[src/rtl/sfg_pkg.sv]
// Purpose: Shared constants and types for the sensor front end GPIO and power control.
// Assumes: 200 MHz system clock standing in for the gated internal oscillator.
// Notes:   All offsets, field positions and reset values live here.
package sfg_pkg;

   // ==========================================================
   // Register map
   localparam logic [7:0] SFG_OFF_PORT_OUT  = 8'h40;
   localparam logic [7:0] SFG_OFF_PORT_IN   = 8'h41;
   localparam logic [7:0] SFG_OFF_PIN_MODE  = 8'h70;

   localparam int         SFG_PORT_W        = 2;
   localparam int         SFG_DATA_LSB      = 0;
   localparam int         SFG_DIR_LSB       = 4;
   localparam int         SFG_MODE_REF_OUT  = 0;
   localparam int         SFG_MODE_REF_IN   = 1;
   localparam int         SFG_MODE_PF_OFF   = 2;
   localparam int         SFG_MODE_PF_ON    = 3;

   localparam logic [1:0] SFG_DIR_RST       = 2'h3;
   localparam logic [1:0] SFG_DATA_RST      = 2'h0;
   localparam logic [7:0] SFG_RD_ZERO       = 8'h00;

   // ==========================================================
   // Timing
   localparam int         SFG_CLK_MHZ       = 200;
   localparam int         SFG_OSC_MHZ       = 4;
   localparam int         SFG_BOOT_MAX_US   = 800;
   localparam int         SFG_WAKE_MAX_US   = 450;
   localparam int         SFG_BOOT_CYC      = SFG_BOOT_MAX_US * SFG_CLK_MHZ;
   localparam int         SFG_WAKE_CYC      = SFG_WAKE_MAX_US * SFG_CLK_MHZ;
   localparam int         SFG_OSC_DIV       = SFG_CLK_MHZ / SFG_OSC_MHZ;
   localparam logic [5:0] SFG_OSC_DIV_LAST  = 6'(SFG_OSC_DIV - 1);
   localparam int         SFG_DIV_W         = 4;
   localparam int         SFG_TMR_W         = 20;

   // ==========================================================
   // Fuse layout: trim word, bus address, then calibration words
   localparam int         SFG_CAL_N         = 4;
   localparam logic [3:0] SFG_FUSE_TRIM     = 4'h0;
   localparam logic [3:0] SFG_FUSE_ADDR     = 4'h1;
   localparam logic [3:0] SFG_FUSE_LAST     = 4'(SFG_CAL_N + 1);

   // ==========================================================
   // Power sequence, Gray coded along boot, sleep, wake, active
   typedef enum logic [2:0] {
      SFG_BOOT   = 3'h0,
      SFG_TRIM   = 3'h1,
      SFG_CAL    = 3'h3,
      SFG_SLEEP  = 3'h2,
      SFG_WAKE   = 3'h6,
      SFG_ACTIVE = 3'h7
   } sfg_state_t;

   typedef struct packed {
      logic                  ref_out;
      logic                  ref_in;
      logic                  force_off;
      logic                  force_on;
   } sfg_mode_t;

   typedef struct packed {
      sfg_state_t                   fsm;
      logic [SFG_TMR_W-1:0]         tmr;
      logic [3:0]                   fuse_idx;
      logic [7:0]                   trim;
      logic [6:0]                   bus_addr;
      logic [SFG_CAL_N-1:0][7:0]    cal;
      logic [SFG_PORT_W-1:0]        out_data;
      logic [SFG_PORT_W-1:0]        dir;
      sfg_mode_t                    mode;
      logic [7:0]                   rdata;
      logic                         osc_ready;
      logic [5:0]                   pre;
      logic [SFG_DIV_W-1:0]         div;
      logic [SFG_DIV_W-1:0]         div_tick;
      logic [15:0]                  result;
      logic                         result_valid;
      logic                         conv_start;
   } sfg_top_st_t;

   typedef struct packed {
      logic [2:0]            ff1;
      logic [2:0]            ff2;
      logic [2:0]            ff3;
      logic [2:0]            q;
   } sfg_sync_st_t;

endpackage

[src/rtl/sfg_pin_sync.sv]
// Purpose: Three-stage synchroniser for pin levels with agreement check.
// Assumes: Inputs are asynchronous to clk.
// Notes:   No filtering beyond the agreement of stages two and three.
module sfg_pin_sync
   import sfg_pkg::*;
(
   input  wire logic        clk,
   input  wire logic        rst_n,
   input  wire logic        ce,
   input  wire logic [2:0]  d,
   output logic      [2:0]  q
);

   sfg_sync_st_t st;
   sfg_sync_st_t next_st;

   // ==========================================================
   // Stage chain
   always_comb begin
      next_st     = st;
      next_st.ff1 = d;
      next_st.ff2 = st.ff1;
      next_st.ff3 = st.ff2;
      if (st.ff2 == st.ff3) begin
         next_st.q = st.ff3;
      end
   end

   always_ff @(posedge clk or negedge rst_n) begin
      if (!rst_n) begin
         st <= '0;
      end else if (ce) begin
         st <= next_st;
      end
   end

   assign q = st.q;

   property p_sync_agree;
      @(posedge clk) disable iff (!rst_n)
      (q != $past(q)) |-> ($past(st.ff2) == $past(st.ff3) && q == $past(st.ff3));
   endproperty
   a_sync_agree: assert property (p_sync_agree) else $error("pin level changed without agreement");

endmodule

[src/rtl/sfg_top.sv]
// Purpose: GPIO port, pin function and charge pump control, oscillator power sequence.
// Assumes: Bus engine delivers decoded register reads and writes on clk.
// Notes:   Analog switches are driven by level outputs; no analog modelled here.
module sfg_top
   import sfg_pkg::*;
#(
   parameter int BOOT_CYC = SFG_BOOT_CYC,
   parameter int WAKE_CYC = SFG_WAKE_CYC
)(
   input  wire logic                  clk,
   input  wire logic                  rst_n,
   input  wire logic                  ce,
   input  wire logic [7:0]            reg_addr,
   input  wire logic [7:0]            reg_wdata,
   input  wire logic                  reg_wr,
   input  wire logic                  reg_rd,
   output logic      [7:0]            reg_rdata,
   input  wire logic                  bus_transaction_ok,
   input  wire logic                  sleep_req,
   input  wire logic [SFG_PORT_W-1:0] pin_in,
   output logic      [SFG_PORT_W-1:0] pin_out,
   output logic      [SFG_PORT_W-1:0] pin_oe,
   output logic                       ref_output_on_pin0,
   output logic                       ref_input_on_pin1,
   input  wire logic                  battery_low,
   output logic                       pump_enable,
   output logic                       pump_passthrough,
   output logic                       osc_enable,
   output logic                       osc_ready,
   output logic [SFG_DIV_W-1:0]       clk_div_tick,
   output logic                       fuse_req,
   output logic [3:0]                 fuse_addr,
   input  wire logic [7:0]            fuse_data,
   input  wire logic                  fuse_ack,
   output logic [7:0]                 trim_value,
   output logic [6:0]                 bus_default_addr,
   output logic [SFG_CAL_N*8-1:0]     cal_words,
   input  wire logic                  conv_req,
   output logic                       conv_start,
   input  wire logic [3:0]            enable_word,
   output logic                       modulator_on,
   output logic [2:0]                 stage_bypass,
   input  wire logic [15:0]           raw_code,
   input  wire logic                  raw_valid,
   output logic [15:0]                conversion_result,
   output logic                       result_valid
);

   sfg_top_st_t st;
   sfg_top_st_t next_st;
   logic [2:0]  sync_q;
   logic [1:0]  pin_level;
   logic        batt_low_s;

   // ==========================================================
   // Pin and comparator sampling
   sfg_pin_sync u_sync (
      .clk   (clk),
      .rst_n (rst_n),
      .ce    (ce),
      .d     ({battery_low, pin_in}),
      .q     (sync_q)
   );

   assign pin_level  = sync_q[1:0];
   assign batt_low_s = sync_q[2];

   function automatic logic [7:0] rd_decode(input logic [7:0] a, input sfg_top_st_t s, input logic [1:0] lv);
      logic [7:0] v;
      v = SFG_RD_ZERO;
      if (a == SFG_OFF_PORT_OUT) begin
         v[SFG_DATA_LSB +: SFG_PORT_W] = s.out_data;
         v[SFG_DIR_LSB +: SFG_PORT_W]  = s.dir;
      end else if (a == SFG_OFF_PORT_IN) begin
         v[SFG_DATA_LSB +: SFG_PORT_W] = lv;
      end else if (a == SFG_OFF_PIN_MODE) begin
         v[SFG_MODE_REF_OUT] = s.mode.ref_out;
         v[SFG_MODE_REF_IN]  = s.mode.ref_in;
         v[SFG_MODE_PF_OFF]  = s.mode.force_off;
         v[SFG_MODE_PF_ON]   = s.mode.force_on;
      end
      return v;
   endfunction

   // ==========================================================
   // Next state
   always_comb begin
      next_st              = st;
      next_st.conv_start   = 1'b0;
      next_st.result_valid = 1'b0;
      next_st.div_tick     = '0;

      // Input register ignores writes
      if (reg_wr) begin
         if (reg_addr == SFG_OFF_PORT_OUT) begin
            next_st.out_data = reg_wdata[SFG_DATA_LSB +: SFG_PORT_W];
            next_st.dir      = reg_wdata[SFG_DIR_LSB +: SFG_PORT_W];
         end else if (reg_addr == SFG_OFF_PIN_MODE) begin
            next_st.mode.ref_out   = reg_wdata[SFG_MODE_REF_OUT];
            next_st.mode.ref_in    = reg_wdata[SFG_MODE_REF_IN];
            next_st.mode.force_off = reg_wdata[SFG_MODE_PF_OFF];
            next_st.mode.force_on  = reg_wdata[SFG_MODE_PF_ON];
         end
      end
      if (reg_rd) begin
         next_st.rdata = rd_decode(reg_addr, st, pin_level);
      end

      // Oscillator prescaler and divider chain, cleared while asleep
      if (st.fsm != SFG_SLEEP) begin
         if (st.pre == SFG_OSC_DIV_LAST) begin
            next_st.pre = '0;
            next_st.div = st.div + 1'b1;
            // Each stage ticks when its own and all lower divider bits are set
            next_st.div_tick[0] = st.div[0];
            for (int i = 1; i < SFG_DIV_W; i++) begin
               next_st.div_tick[i] = next_st.div_tick[i-1] & st.div[i];
            end
         end else begin
            next_st.pre = st.pre + 1'b1;
         end
      end else begin
         next_st.pre = '0;
         next_st.div = '0;
      end

      case (st.fsm)
         SFG_BOOT: begin
            next_st.tmr      = SFG_TMR_W'(st.tmr + 1'b1);
            next_st.fuse_idx = SFG_FUSE_TRIM;
            next_st.fsm      = SFG_TRIM;
         end
         SFG_TRIM, SFG_CAL: begin
            next_st.tmr = SFG_TMR_W'(st.tmr + 1'b1);
            if (fuse_ack) begin
               if (st.fuse_idx == SFG_FUSE_TRIM) begin
                  next_st.trim = fuse_data;
                  next_st.fsm  = SFG_CAL;
               end else if (st.fuse_idx == SFG_FUSE_ADDR) begin
                  next_st.bus_addr = fuse_data[6:0];
               end else begin
                  next_st.cal[st.fuse_idx - SFG_FUSE_ADDR - 4'h1] = fuse_data;
               end
               next_st.fuse_idx = st.fuse_idx + 4'h1;
            end
            // Missing fuse answers must not hold the chip awake
            if ((fuse_ack && st.fuse_idx == SFG_FUSE_LAST) || int'(st.tmr) >= BOOT_CYC - 1) begin
               next_st.fsm = SFG_SLEEP;
               next_st.tmr = '0;
            end
         end
         SFG_SLEEP: begin
            next_st.osc_ready = 1'b0;
            next_st.tmr       = '0;
            if (bus_transaction_ok) begin
               next_st.fsm = SFG_WAKE;
            end
         end
         SFG_WAKE: begin
            next_st.tmr = SFG_TMR_W'(st.tmr + 1'b1);
            if (int'(st.tmr) >= WAKE_CYC - 1) begin
               next_st.fsm       = SFG_ACTIVE;
               next_st.osc_ready = 1'b1;
               next_st.tmr       = '0;
            end
         end
         SFG_ACTIVE: begin
            if (sleep_req) begin
               next_st.fsm       = SFG_SLEEP;
               next_st.osc_ready = 1'b0;
            end
         end
         default: begin
            next_st.fsm = SFG_SLEEP;
         end
      endcase

      // Start needs a running oscillator and a powered modulator
      if (conv_req && st.osc_ready && st.fsm == SFG_ACTIVE && enable_word[0]) begin
         next_st.conv_start = 1'b1;
      end

      // Raw code is offset binary around mid scale
      if (raw_valid) begin
         next_st.result       = {~raw_code[15], raw_code[14:0]};
         next_st.result_valid = 1'b1;
      end
   end

   always_ff @(posedge clk or negedge rst_n) begin
      if (!rst_n) begin
         st          <= '0;
         st.fsm      <= SFG_BOOT;
         st.dir      <= SFG_DIR_RST;
         st.out_data <= SFG_DATA_RST;
      end else if (ce) begin
         st <= next_st;
      end
   end

   // ==========================================================
   // Outputs
   assign pin_out            = st.out_data;
   assign pin_oe[0]          = st.dir[0] & ~st.mode.ref_out;
   assign pin_oe[1]          = st.dir[1] & ~st.mode.ref_in;
   assign ref_output_on_pin0 = st.mode.ref_out;
   assign ref_input_on_pin1  = st.mode.ref_in;
   assign pump_enable        = st.mode.force_on | (~st.mode.force_off & batt_low_s);
   assign pump_passthrough   = ~pump_enable;
   assign osc_enable         = (st.fsm != SFG_SLEEP);
   assign osc_ready          = st.osc_ready;
   assign clk_div_tick       = st.div_tick;
   assign fuse_req           = (st.fsm == SFG_TRIM) || (st.fsm == SFG_CAL);
   assign fuse_addr          = st.fuse_idx;
   assign trim_value         = st.trim;
   assign bus_default_addr   = st.bus_addr;
   assign cal_words          = st.cal;
   assign reg_rdata          = st.rdata;
   assign conv_start         = st.conv_start;
   assign modulator_on       = enable_word[0];
   assign stage_bypass       = ~enable_word[3:1];
   assign conversion_result  = st.result;
   assign result_valid       = st.result_valid;

   // ==========================================================
   // Checks
   property p_hiz_dir0;
      @(posedge clk) disable iff (!rst_n)
      !st.dir[0] |-> !pin_oe[0];
   endproperty
   a_hiz_dir0: assert property (p_hiz_dir0) else $error("pin zero driven with direction zero");

   property p_dir_write;
      @(posedge clk) disable iff (!rst_n)
      (reg_wr && ce && reg_addr == SFG_OFF_PORT_OUT) |=>
         (st.dir == $past(reg_wdata[SFG_DIR_LSB +: SFG_PORT_W]) &&
          pin_out == $past(reg_wdata[SFG_DATA_LSB +: SFG_PORT_W]));
   endproperty
   a_dir_write: assert property (p_dir_write) else $error("port register write not applied");

   property p_ref_bypass;
      @(posedge clk) disable iff (!rst_n)
      ref_input_on_pin1 |-> !pin_oe[1];
   endproperty
   a_ref_bypass: assert property (p_ref_bypass) else $error("pin one driven in reference mode");

   property p_force_on;
      @(posedge clk) disable iff (!rst_n)
      st.mode.force_on |-> (pump_enable && !pump_passthrough);
   endproperty
   a_force_on: assert property (p_force_on) else $error("pump off despite force on");

   property p_force_off;
      @(posedge clk) disable iff (!rst_n)
      (st.mode.force_off && !st.mode.force_on) |-> (!pump_enable && pump_passthrough);
   endproperty
   a_force_off: assert property (p_force_off) else $error("pump on despite force off");

   property p_no_start_waking;
      @(posedge clk) disable iff (!rst_n)
      conv_start |-> ($past(st.fsm) == SFG_ACTIVE && $past(st.osc_ready));
   endproperty
   a_no_start_waking: assert property (p_no_start_waking) else $error("conversion started before ready");

   property p_sleep_not_ready;
      @(posedge clk) disable iff (!rst_n)
      (st.fsm == SFG_SLEEP && $past(st.fsm) == SFG_SLEEP) |-> !osc_ready;
   endproperty
   a_sleep_not_ready: assert property (p_sleep_not_ready) else $error("ready flag set while asleep");

   property p_wake_bound;
      @(posedge clk) disable iff (!rst_n)
      st.fsm == SFG_WAKE |-> int'(st.tmr) < WAKE_CYC;
   endproperty
   a_wake_bound: assert property (p_wake_bound) else $error("wake sequence too long");

   property p_boot_bound;
      @(posedge clk) disable iff (!rst_n)
      (st.fsm == SFG_TRIM || st.fsm == SFG_CAL) |-> int'(st.tmr) < BOOT_CYC;
   endproperty
   a_boot_bound: assert property (p_boot_bound) else $error("boot sequence too long");

   property p_twos;
      @(posedge clk) disable iff (!rst_n)
      (raw_valid && ce) |=> (conversion_result == {~$past(raw_code[15]), $past(raw_code[14:0])} && result_valid);
   endproperty
   a_twos: assert property (p_twos) else $error("result not two's complement");

endmodule

[config.mk]
export PLATFORM = sky130hd
export DESIGN_NAME = sfg_top
export DESIGN_NICKNAME = d
export VERILOG_FILES = /design/src/rtl/sfg_pkg.sv /design/src/rtl/sfg_pin_sync.sv /design/src/rtl/sfg_top.sv
export SDC_FILE = /design/constraint.sdc
export NUM_CORES = 1
export LEC_CHECK = 0
export BUFFER_PORTS_ARGS = -buffer_cell sky130_fd_sc_hd__buf_2
export CAP_MARGIN = 5
export CORE_AREA = 2 2 111 113
export CTS_BUF_LIST = sky130_fd_sc_hd__clkbuf_4
export DETAILED_ROUTE_END_ITERATION = 10
export DIE_AREA = 0 0 113 115
export GPL_TIMING_DRIVEN = 1
export PLACE_DENSITY = 0.78
export SLEW_MARGIN = 20
export SYNTH_ARGS = -nofsm -noshare
export SYNTH_HDL_FRONTEND = slang
export SYNTH_SLANG_ARGS = --single-unit
[constraint.sdc]
create_clock -name clk -period 2.6 [get_ports clk]
set_input_delay 0.52 -clock clk [delete_from_list [all_inputs] [get_ports clk]]
set_output_delay 0.52 -clock clk [all_outputs]
set_load 0.1 [all_outputs]
Yosys cells after proc, flatten, opt, wreduce, memory -nomap -nowiden. Index checks and enable logic that the tools add are counted.

Add/subtract/negate cells: 6. $lt $le $gt $ge: 4. Equal/unequal tests: 20. Muxes and demuxes: 32. Bitwise operators: 16. Reduce and logical (&&, ||, !) cells: 26.

Operators by type and width (count): 20-bit case mux with 4 select lines (1); 51-bit two-way mux (1); 23-bit two-way mux (2); 39-bit two-way mux (1); 32-bit bitwise mux (1); 32-bit two-way mux (1); 8-bit by 7-bit == test with 1-bit output (second input constant) (3); 8-bit two-way mux (3); 20-bit by 1-bit adder with 20-bit output (second input constant) (1); 20-bit by 17-bit >= comparator with 1-bit output (second input constant) (1); 20-bit by 18-bit >= comparator with 1-bit output (second input constant) (1); 8-bit demux with 2-bit select (1); 3-bit case mux with 5 select lines (1); 3-bit two-way mux (4); 4-bit AND reduction (3); 10-bit two-way mux (1); 2-bit two-way mux (5); 2-bit AND reduction (5); 5-bit AND reduction (2); 4-bit by 1-bit adder with 4-bit output (second input constant) (2); 4-bit two-way mux (2); 2-bit != test (second input constant) (4); 1-bit NOT (8); 4-bit case mux with 2 select lines (1); 31 further kinds (49).

Bits in registers: 133. Word-level logic and storage cells: 131.

Depth between registers and ports, before layout. Gate-level depths: netlist of the first run.

Depth after elaboration: 11. Gate-level depth with buffers: 8. Mapped depth without buffers: 7.

By module. Synthesis of the first run repeated with hierarchy kept, for this count alone.

Cells, all modules: 569. Area, all modules: 6572.6 um2.

Modules (own cells, without submodules): sfg_top (times used 1, cells each 537, area an instance 6074.6 um2, sequential area each 3030.4 um2); sfg_pin_sync (times used 1, cells each 32, area an instance 498.0 um2, sequential area each 300.3 um2).

Worst setup path before layout of the first run. Ideal clock, no wire load.

Kind: register to register. Start: reg st[120] (netlist bit). End: reg st, in the netlist bus_default_addr[0]. Library setup time: 0.125 ns. Arrival: 3.012 ns. Data required time: 2.475 ns. Setup slack: -0.536 ns. Cell stages (with the launch flop): 7. Buffers on the path: 1. Period minus slack after synthesis: 3.136 ns. Cell sequence: dfrtp_1 > clkbuf_1 > nor2b_1 > nand3_1 > nor3_1 > nand3b_1 > mux2_2.

Word-level cells in the longest chain between the ends: 3.

RTL lines: start: declaration (line sfg_top.sv:49) `sfg_top_st_t st;`; start signal: assignment (line sfg_top.sv:197) `st <= next_st;`; 3-bit by 1-bit == test with 1-bit output / 3-bit by 2-bit == test with 1-bit output (equally long branches) (line sfg_top.sv:127) `case (st.fsm)`; 2-bit OR reduction * (line sfg_top.sv:127); 5-bit AND reduction (no line) *.

Every way passes the cells marked *; elsewhere a longest branch is shown, timed or not. A chain may end at the register's enable or synchronous reset.

Worst setup path after layout of the first run.
Start: reg st[120] (netlist bit). End: out osc_enable.

Word-level cells in the longest chain between the ends: 1.

RTL lines: 3-bit by 2-bit != test with 1-bit output (line sfg_top.sv:210) `assign osc_enable = (st.fsm != SFG_SLEEP);`; end: declaration (line sfg_top.sv:28) `output logic osc_enable,`.

No other way between the ends.

==> results of run 1 <==
==> cell type report <==
cell class | count | area [sq um] | share of cell area, %
well taps | 147 | 184 | 2.59
clock buffers | 19 | 143 | 2.01
flip-flops and latches | 133 | 3330 | 46.9
multi-input cells | 318 | 2460 | 34.7
inverters | 15 | 56.3 | 0.793
clock inverters | 13 | 91.3 | 1.29
repair buffers | 158 | 833 | 11.7
==> layout by cell type, fill, tap and decap left out, types with 6 or more instances in the layout <==
cell | netlist | layout
nand3_1 | 16 | 16
a22o_1 | 7 | 7
mux2_2 | 82 | 82
dfrtp_1 | 131 | 131
o21ai_0 | 15 | 15
xnor2_1 | 10 | 10
nand2_1 | 34 | 34
nand2b_1 | 6 | 6
nor2_1 | 19 | 19
xor2_1 | 14 | 14
buf_4 | 82 | 9
clkbuf_4 | 0 | 19
buf_2 | 1 | 147
a21oi_2 | 10 | 10
inv_1 | 14 | 14
ha_1 | 11 | 11
nand4_1 | 13 | 13
a21oi_1 | 19 | 19
==> cells by family (layout without fill, tap and decap cells) <==
family,after synthesis,count (layout)
AO/OA/AOI/OAI,75,75
multiplexers,86,86
buffers and inverters,113,205
XOR/XNOR,24,24
flip-flops,133,133
other,1,2
adder cells (fa/ha/maj),11,11
AND/OR/NAND/NOR,120,120
==> cells in the mapped netlist, types with 3 or more instances <==
master and number:
a21o_1 3, a21oi_1 19, a21oi_2 10, a22o_1 7
and2_1 5, and3_1 4, buf_4 82, clkbuf_1 12
dfrtp_1 131, ha_1 11, inv_1 14, mux2_2 82
mux2i_1 4, nand2_1 34, nand2b_1 6, nand3_1 16
nand4_1 13, nor2_1 19, nor2b_1 5, nor3_1 5
o21ai_0 15, o31ai_1 3, or2_2 3, xnor2_1 10
xor2_1 14
==> power by group through the flow <==
stage,registers (mW),logic [mW],clock network [mW]
floorplan,2.41,1.45,0
global placement,2.41,1.58,0
detailed placement,2.43,1.61,0
CTS,2.39,1.62,1.22
global route,2.41,1.69,1.34
finish,2.39,1.61,1.18
==> worst max-delay path: cells and delay by family, from the launching register on <==
family        cells  cell delay (ns)
flops             1             0.54
buf+inv           1             0.46
simple gates      2             0.24
==> routing by layer <==
layer  vias up  track usage, %
met5         -               0
met4         0            7.72
met3         9            4.96
met2       117            33.0
met1      2147            26.1
li1       2044               -
==> path summary, 6_finish.rpt <==
kind | from | slack, ns | depth (start not counted) | end
min in group asynchronous | rst_n | 0.45 | 2 | pin_out[0]
min reg2reg | reg_rdata[3] | 0.49 | 2 | reg_rdata[3]
max reg2reg | st[100] | 0.38 | 7 | st[103]
min | raw_code[15] | 0.20 | 2 | conversion_result[15]
max in group asynchronous | rst_n | 1.40 | 3 | st[45]
max | st[120] | 0.31 | 3 | osc_enable
==> repair_timing <==
item	in CTS	in global routing
hold buffers	1	0
resized for setup	0	0
endpoints found under the hold margin	26	0
==> per-stage QoR <==
stage | hold WS [ns] | cells
detailed placement | 0.463 | 770
floorplan | 0.224 | 564
global route | 0.129 | 803
CTS | 0.156 | 803
finish | 0.204 | 803
global placement | 0.451 | 770
==> out/results.ini, run 1 <==
[clock_network]
cts.sinks = 133
cts.path.max_buffers = 2
cts-root-buf = clkbuf_4
post-cts-setup-buffers = 0
clk_pin_slew_ns = 0.11
cts-buffers-inserted = 17
h-tree-depth = 4
cts_tree = yes
insertion_delay_ns = 0.52

[critical_path]
crit_path_end_kind = output port
crit_chain = nor2_1 -> nand2_1 -> buf_2
max_stage_delay_ns = 0.54
arrival_ns = 1.77
cp.required_ns = 2.08
crit_fanout = 12
worstSetupStartpointType = flip-flop
path_class = flip-flop to output port
cp_slowest_cell = dfrtp_1

[pwr]
intPower_mw = 3.06
p_sw_mw = 2.11
finalPower_mw = 5.17
vdd_drop_max_mv = 0.288
p_sw_share_pct = 40.8
pwr-share-comb_pct = 31.1
power_frac_seq_pct = 46.2
power.leakage_nw = 3.65
power_density_mw_per_mm2 = 728
pwr-share-clk_pct = 22.8

[synth]
synth_top_family_by_area = multiplexers
yosys.area_share.adder_pct = 2.11
muxShareOfSynthArea_pct = 14.8
synth_simple_gate_area_share_pct = 9.56
ys_seq_elements = 133
synth_compound_area_share_pct = 7.86
synth_edf_count = 0
synth-main-ff-cell = dfrtp_1
syn_inst = 563
avgSynthCellArea_sq_um = 11.6
synth-xor-area-share_pct = 3.22
ys_types = 53
yosys.area.top_type = dfrtp_1
ys_warn_count = 0
synthArstFlopShare_pct = 100
synth.area.top_cells = dfrtp_1, mux2_2, buf_4
yosys.area.top_type_share_pct = 50.2
ys_seq_area_share_pct = 51.0
netlist_area_sq_mm = 0.00653

[sta]
post-route-period-util_pct = 88.1
slew_viol_final = 0
setup_viol = 0
fin_skew_ns = 0.0130
fin_setup_tns_ns = 0
timing_hold_violations_final = 0
worst_slew_pin_slew_ns = 0.642
layout_setup_ws_ns = 0.310
max_freq_mhz = 437
rsz0062_at_grt = no
period_minus_slack_ns = 2.29
relSlewSlack_pct = 57.1

[global_route]
grt_overflow_total = 0
globalRouteTotalUtil_pct = 20.1
grt_pass1_vias = 4209
grt_max_degree = 83
antenna_found_initial = 0
grt_pass1_wl_um = 20400

[layout]
fillerInstances = 957
final_area_sq_mm = 0.00710
n_antenna_cell = 0
area_growth_pct = 8.80
fin_util_pct = 60.1
drive_gt1_share_pct = 44.1
nets = 711

[route]
wire_per_inst_um = 15.7
route.detailed.drc = 15
m1WireLength_um = 5500
wl_met3_um = 650
totalWireLength_um = 12600
drtPass1Iterations = 7
dr.first_iter.drc_count = 232
vias_per_cell = 5.38
wl_met2_um = 6360
via_count = 4317
ant_nets = 0
top_layer = met4

[place]
dpl_cell_area_sq_mm = 0.00686
pre_cts_slack_ns = 0.413
port_buffers = 148
gp_congestion = 0.856
dp_hpwl_um = 9160

[die]
die_h_um = 115
pin_count = 153
initial_core_util_pct = 55.3
dieArea_sq_mm = 0.0130
coreArea_sq_mm = 0.0118
row_count = 40
die_w_um = 113

[run_status]
status = finished, violations left
failed_checks = DRC

[hold_path]
hold_path_class = input port to flip-flop

[run]
maxCapViolCount = 0

No activity file was read; power rests on OpenSTA's default activity.
==> run 2: changes to the inputs <==
--- a/config.mk
+++ b/config.mk
@@ -7,10 +7,10 @@
 export LEC_CHECK = 0
 export BUFFER_PORTS_ARGS = -buffer_cell sky130_fd_sc_hd__buf_2
 export CAP_MARGIN = 5
-export CORE_AREA = 2 2 111 113
+export CORE_AREA = 8 8 117 119
 export CTS_BUF_LIST = sky130_fd_sc_hd__clkbuf_4
 export DETAILED_ROUTE_END_ITERATION = 10
-export DIE_AREA = 0 0 113 115
+export DIE_AREA = 0 0 125 127
 export GPL_TIMING_DRIVEN = 1
 export PLACE_DENSITY = 0.78
 export SLEW_MARGIN = 20
==> out/results.ini, run 2 (same netlist as run 1, synthesis figures left out) <==
[pwr]
power_frac_seq_pct = 42.6
p_sw_share_pct = 38.5
intPower_mw = 3.46
vdd_drop_max_mv = 0.395
power_density_mw_per_mm2 = 778
power.leakage_nw = 3.71
p_sw_mw = 2.17
pwr-share-clk_pct = 28.8
pwr-share-comb_pct = 28.6

[place]
dpl_cell_area_sq_mm = 0.00686
pre_cts_slack_ns = 0.115
port_buffers = 148
dp_cells = 768
dp_hpwl_um = 10000
gp_congestion = 0.804

[layout]
final_area_sq_mm = 0.00723
nets = 710
n_antenna_cell = 0
fin_cells = 802
final_common_cell = buf_2
final_cell_mix = buf_2, dfrtp_1, mux2_2
drive_gt1_share_pct = 44.4
area_growth_pct = 10.8

[sta]
rsz0062_at_grt = no
slew_viol_final = 0
timing_hold_violations_final = 0
relSlewSlack_pct = 55.1
post-route-period-util_pct = 91.8
fin_skew_ns = 0.0208
max_freq_mhz = 419
period_minus_slack_ns = 2.39
layout_setup_ws_ns = 0.214
setup_viol = 0
worst_slew_pin_slew_ns = 0.673
fin_setup_tns_ns = 0

[global_route]
grt.busiest_layer = met2
grt_overflow_total = 0
grt_max_degree = 77
use_met1_pct = 19.4
grt_pass1_vias = 4461
use_met3_pct = 5.99
antenna_found_initial = 0
grt_pass1_wl_um = 22200
gr-usage-met2_pct = 29.2
globalRouteTotalUtil_pct = 17.4

[route]
vias_per_cell = 5.47
dr.first_iter.drc_count = 315
via_count = 4389
route.detailed.drc = 0
totalWireLength_um = 13700
wire_per_inst_um = 17.1
drtPass1Iterations = 4
ant_nets = 0

[die]
row_count = 40
initial_core_util_pct = 55.3
pin_count = 153
dieArea_sq_mm = 0.0159
coreArea_sq_mm = 0.0118
die_h_um = 127
die_w_um = 125

[critical_path]
worst-path-buf-inv = 1
crit_fanout = 13
crit_path_end_kind = output port
worstSetupStartpointType = flip-flop
cp_top_family = flip-flops
crit_chain = nor2_1 -> nand2_1 -> buf_2
cp.required_ns = 2.08
arrival_ns = 1.87
cp_slowest_cell = dfrtp_1
path_class = flip-flop to output port
max_stage_delay_ns = 0.63

[clock_network]
clk_pin_slew_ns = 0.11
h-tree-depth = 4
cts_resized = 0
cts_tree = yes
insertion_delay_ns = 0.54
cts.path.max_buffers = 2
cts-buffers-inserted = 17
cts-root-buf = clkbuf_4
cts.sinks = 133

[hold_path]
hold_path_class = input port to flip-flop

[run_status]
status = complete, no violations

[run]
maxCapViolCount = 0

run 2: changes by cell type in the layout (fill, tap and decap cells not counted), sizes merged:
cell,before,now
bufinv,1,5
clkbuf,19,18
clkinvlp,3,2
clkinv,9,7
buf,157,156
run 2: power by group through the flow:
stage	Clock (mW)	Sequential, mW	Combinational [mW]
floorplan	0	2.41	1.45
global placement	0	2.42	1.58
detailed placement	0	2.44	1.61
CTS	1.66	2.40	1.61
global route	1.74	2.42	1.69
finish	1.62	2.40	1.61
run 2: through the flow:
| step | total power [mW] | hold slack (ns) | util, % |
|---|---|---|---|
| final | 5.63 | 0.164 | 61.2 |
| after global routing | 5.85 | 0.127 | 61.2 |
| after CTS | 5.67 | 0.109 | 61.0 |
| after detailed placement | 4.05 | 0.455 | 58.0 |
| after global placement | 4.00 | 0.453 | 58.0 |
| after floorplan | 3.86 | 0.224 | - |
run 2: worst paths after layout:
kind / startpoint / endpoint / slack, ns / depth (start not counted)
max: st[122] / osc_enable / 0.21 / 3
min: raw_code[15] / conversion_result[15] / 0.16 / 2
max reg2reg: fuse_addr[0] / flip-flop / 0.34 / 7
min reg2reg: reg_rdata[2] / reg_rdata[2] / 0.48 / 2
max in group asynchronous: rst_n / st[117] / 1.72 / 3
min in group asynchronous: rst_n / conversion_result[15] / 0.53 / 3
run 2: repair_timing:
| item | in CTS | in global routing |
|---|---|---|
| buffers inserted | 0 | 1 |
| endpoints found under the hold margin | 105 | 0 |
| endpoints found under the setup margin | 0 | 18 |
| hold buffers | 1 | 0 |
run 2: layout make-up:
type / count / area (sq um)
fill: 954 / 4580
sequential: 133 / 3330
multi-input combinational: 318 / 2460
timing repair buffer: 157 / 851
clock inverter: 14 / 209
tap: 147 / 184
clock buffer: 18 / 135
inverter: 15 / 56.3
run 2: layer usage:
layer,vias to the layer above,routed length [um]
met5,-,0
met4,0,335
met3,30,950
met2,147,6870
met1,2162,5520
li1,2050,-
==> run 3: changes to the inputs <==
--- a/config.mk
+++ b/config.mk
@@ -7,12 +7,13 @@
 export LEC_CHECK = 0
 export BUFFER_PORTS_ARGS = -buffer_cell sky130_fd_sc_hd__buf_2
 export CAP_MARGIN = 5
-export CORE_AREA = 8 8 117 119
+export CORE_AREA = 8 8 124 126
 export CTS_BUF_LIST = sky130_fd_sc_hd__clkbuf_4
 export DETAILED_ROUTE_END_ITERATION = 10
-export DIE_AREA = 0 0 125 127
+export DIE_AREA = 0 0 132 134
 export GPL_TIMING_DRIVEN = 1
-export PLACE_DENSITY = 0.78
+export PLACE_DENSITY = 0.73
+export REMOVE_ABC_BUFFERS = 1
 export SLEW_MARGIN = 20
 export SYNTH_ARGS = -nofsm -noshare
 export SYNTH_HDL_FRONTEND = slang
==> constraint.sdc (replaced) <==
create_clock -name clk -period 2 [get_ports clk]
set_input_delay 0.4 -clock clk [delete_from_list [all_inputs] [get_ports clk]]
set_output_delay 0.4 -clock clk [all_outputs]
set_load 0.1 [all_outputs]
==> out/results.ini, run 3 (same netlist as run 1, synthesis figures left out) <==
[die]
coreArea_sq_mm = 0.0135
row_count = 43
die_w_um = 132
initial_core_util_pct = 48.3
die_h_um = 134
pin_count = 153
dieArea_sq_mm = 0.0177

[sta]
layout_setup_ws_ns = 0.0505
timing_hold_violations_final = 0
setup_viol = 0
worst_slew_pin_slew_ns = 0.541
slew_viol_final = 0
period_minus_slack_ns = 1.95
max_freq_mhz = 513
post-route-period-util_pct = 97.5
relSlewSlack_pct = 64.0
fin_skew_ns = 0.0148

[critical_path]
cp.required_ns = 2.45
path_class = flip-flop to flip-flop
worstSetupStartpointType = flip-flop
crit_fanout = 9
crit_path_end_kind = flip-flop
rrSetupSlack_ns = 0.05
arrival_ns = 2.40

[clock_network]
h-tree-depth = 4
cts_tree = yes
cts.sinks = 133
cts-buffers-inserted = 17
cts-root-buf = clkbuf_4
cts.path.max_buffers = 2
clk_pin_slew_ns = 0.12
insertion_delay_ns = 0.54

[layout]
nets = 755
final_cell_mix = buf_2, dfrtp_1, mux2_2
area_growth_pct = 18.5
fin_cells = 881
drive_gt1_share_pct = 50.0
final_common_cell = buf_2
final_area_sq_mm = 0.00773

[route]
wire_per_inst_um = 17.2
totalWireLength_um = 15200
drtPass1Iterations = 5
ant_nets = 0
vias_per_cell = 5.27
route.detailed.drc = 0
via_count = 4646
dr.first_iter.drc_count = 287

[global_route]
antenna_found_initial = 2
grt_pass1_vias = 4952
use_met3_pct = 5.87
grt_max_degree = 46
grt.busiest_layer = met2
globalRouteTotalUtil_pct = 17.3
gr-usage-met2_pct = 29.4
use_met1_pct = 19.7
grt_overflow_total = 0
grt_pass1_wl_um = 24700

[pwr]
power_frac_seq_pct = 42.4
intPower_mw = 4.37
pwr-share-clk_pct = 25.4
power.leakage_nw = 3.95
p_sw_share_pct = 39.8
p_sw_mw = 2.89
vdd_drop_max_mv = 1.07
pwr-share-comb_pct = 32.2
power_density_mw_per_mm2 = 939

[place]
dpl_cell_area_sq_mm = 0.00723
pre_cts_slack_ns = -0.427
port_buffers = 148
dp_cells = 840
gp_congestion = 0.877
dp_hpwl_um = 11000

[run]
maxCapViolCount = 0

[hold_path]
hold_path_class = input port to flip-flop

[run_status]
status = complete, no violations

==> run 3: final timing paths <==
check                                  start                    end  depth (start not counted)
max in group asynchronous              rst_n                 st[25]                          3
worst max-delay path                 st[113]                st[103]                          8
worst min-delay path            raw_code[15]  conversion_result[15]                          2
min in group asynchronous              rst_n              async pin                          2
worst max register to register       st[113]                st[103]                          8
worst min register to register  reg_rdata[2]           reg_rdata[2]                          2
==> run 3: worst max-delay path: stages (launching register included) <==
cell and delay, ns:
dfrtp_1 0.41, buf_4 0.16, a21o_1 0.19, a2111oi_4 0.32, buf_4 0.18, o311a_4 0.20, nor3_4 0.05, buf_6 0.17
a211oi_2 0.18
==> run 3: layout make-up <==
type                       instances  area [sq um]
fill                            1135          5770
antenna                            1          2.50
multi-input combinational        318          2540
inverter                          15          56.3
tap                              180           225
timing repair buffer             202          1280
clock buffer                      17           128
clock inverter                    15           164
sequential                       133          3330
==> run 3: repair_timing <==
item,CTS,global route
gates cloned,0,0
endpoints found under the hold margin,35,0
pin swaps,1,6
setup endpoints to repair,34,59
buffers inserted,4,3
resized for setup,19,23
hold buffers,1,0
==> run 3: per-stage QoR <==
stage                     hold slack [ns]  total power [mW]  utilization (%)  TNS (ns)
after floorplan                     0.104              4.77                -    -55.44
after global placement              0.410              5.32             53.6     -5.56
after detailed placement            0.418              5.39             53.6     -7.35
after CTS                          0.0231              7.29             56.5         0
after global routing               0.0183              7.58             57.3   -0.0353
final                              0.0619              7.26             57.3         0
==> run 3: power by group through the flow <==
stage | Clock, mW | Sequential, mW | Combinational, mW
floorplan | 0 | 4.10 | 0.674
global placement | 0 | 3.12 | 2.20
detailed placement | 0 | 3.14 | 2.25
CTS | 1.90 | 3.08 | 2.31
global route | 2.01 | 3.11 | 2.46
finish | 1.84 | 3.08 | 2.34
==> run 3: layer usage <==
metal | wire length [um] | vias up
li1 | - | 2130
met1 | 6040 | 2309
met2 | 7850 | 169
met3 | 906 | 36
met4 | 369 | 2
met5 | 8 | -
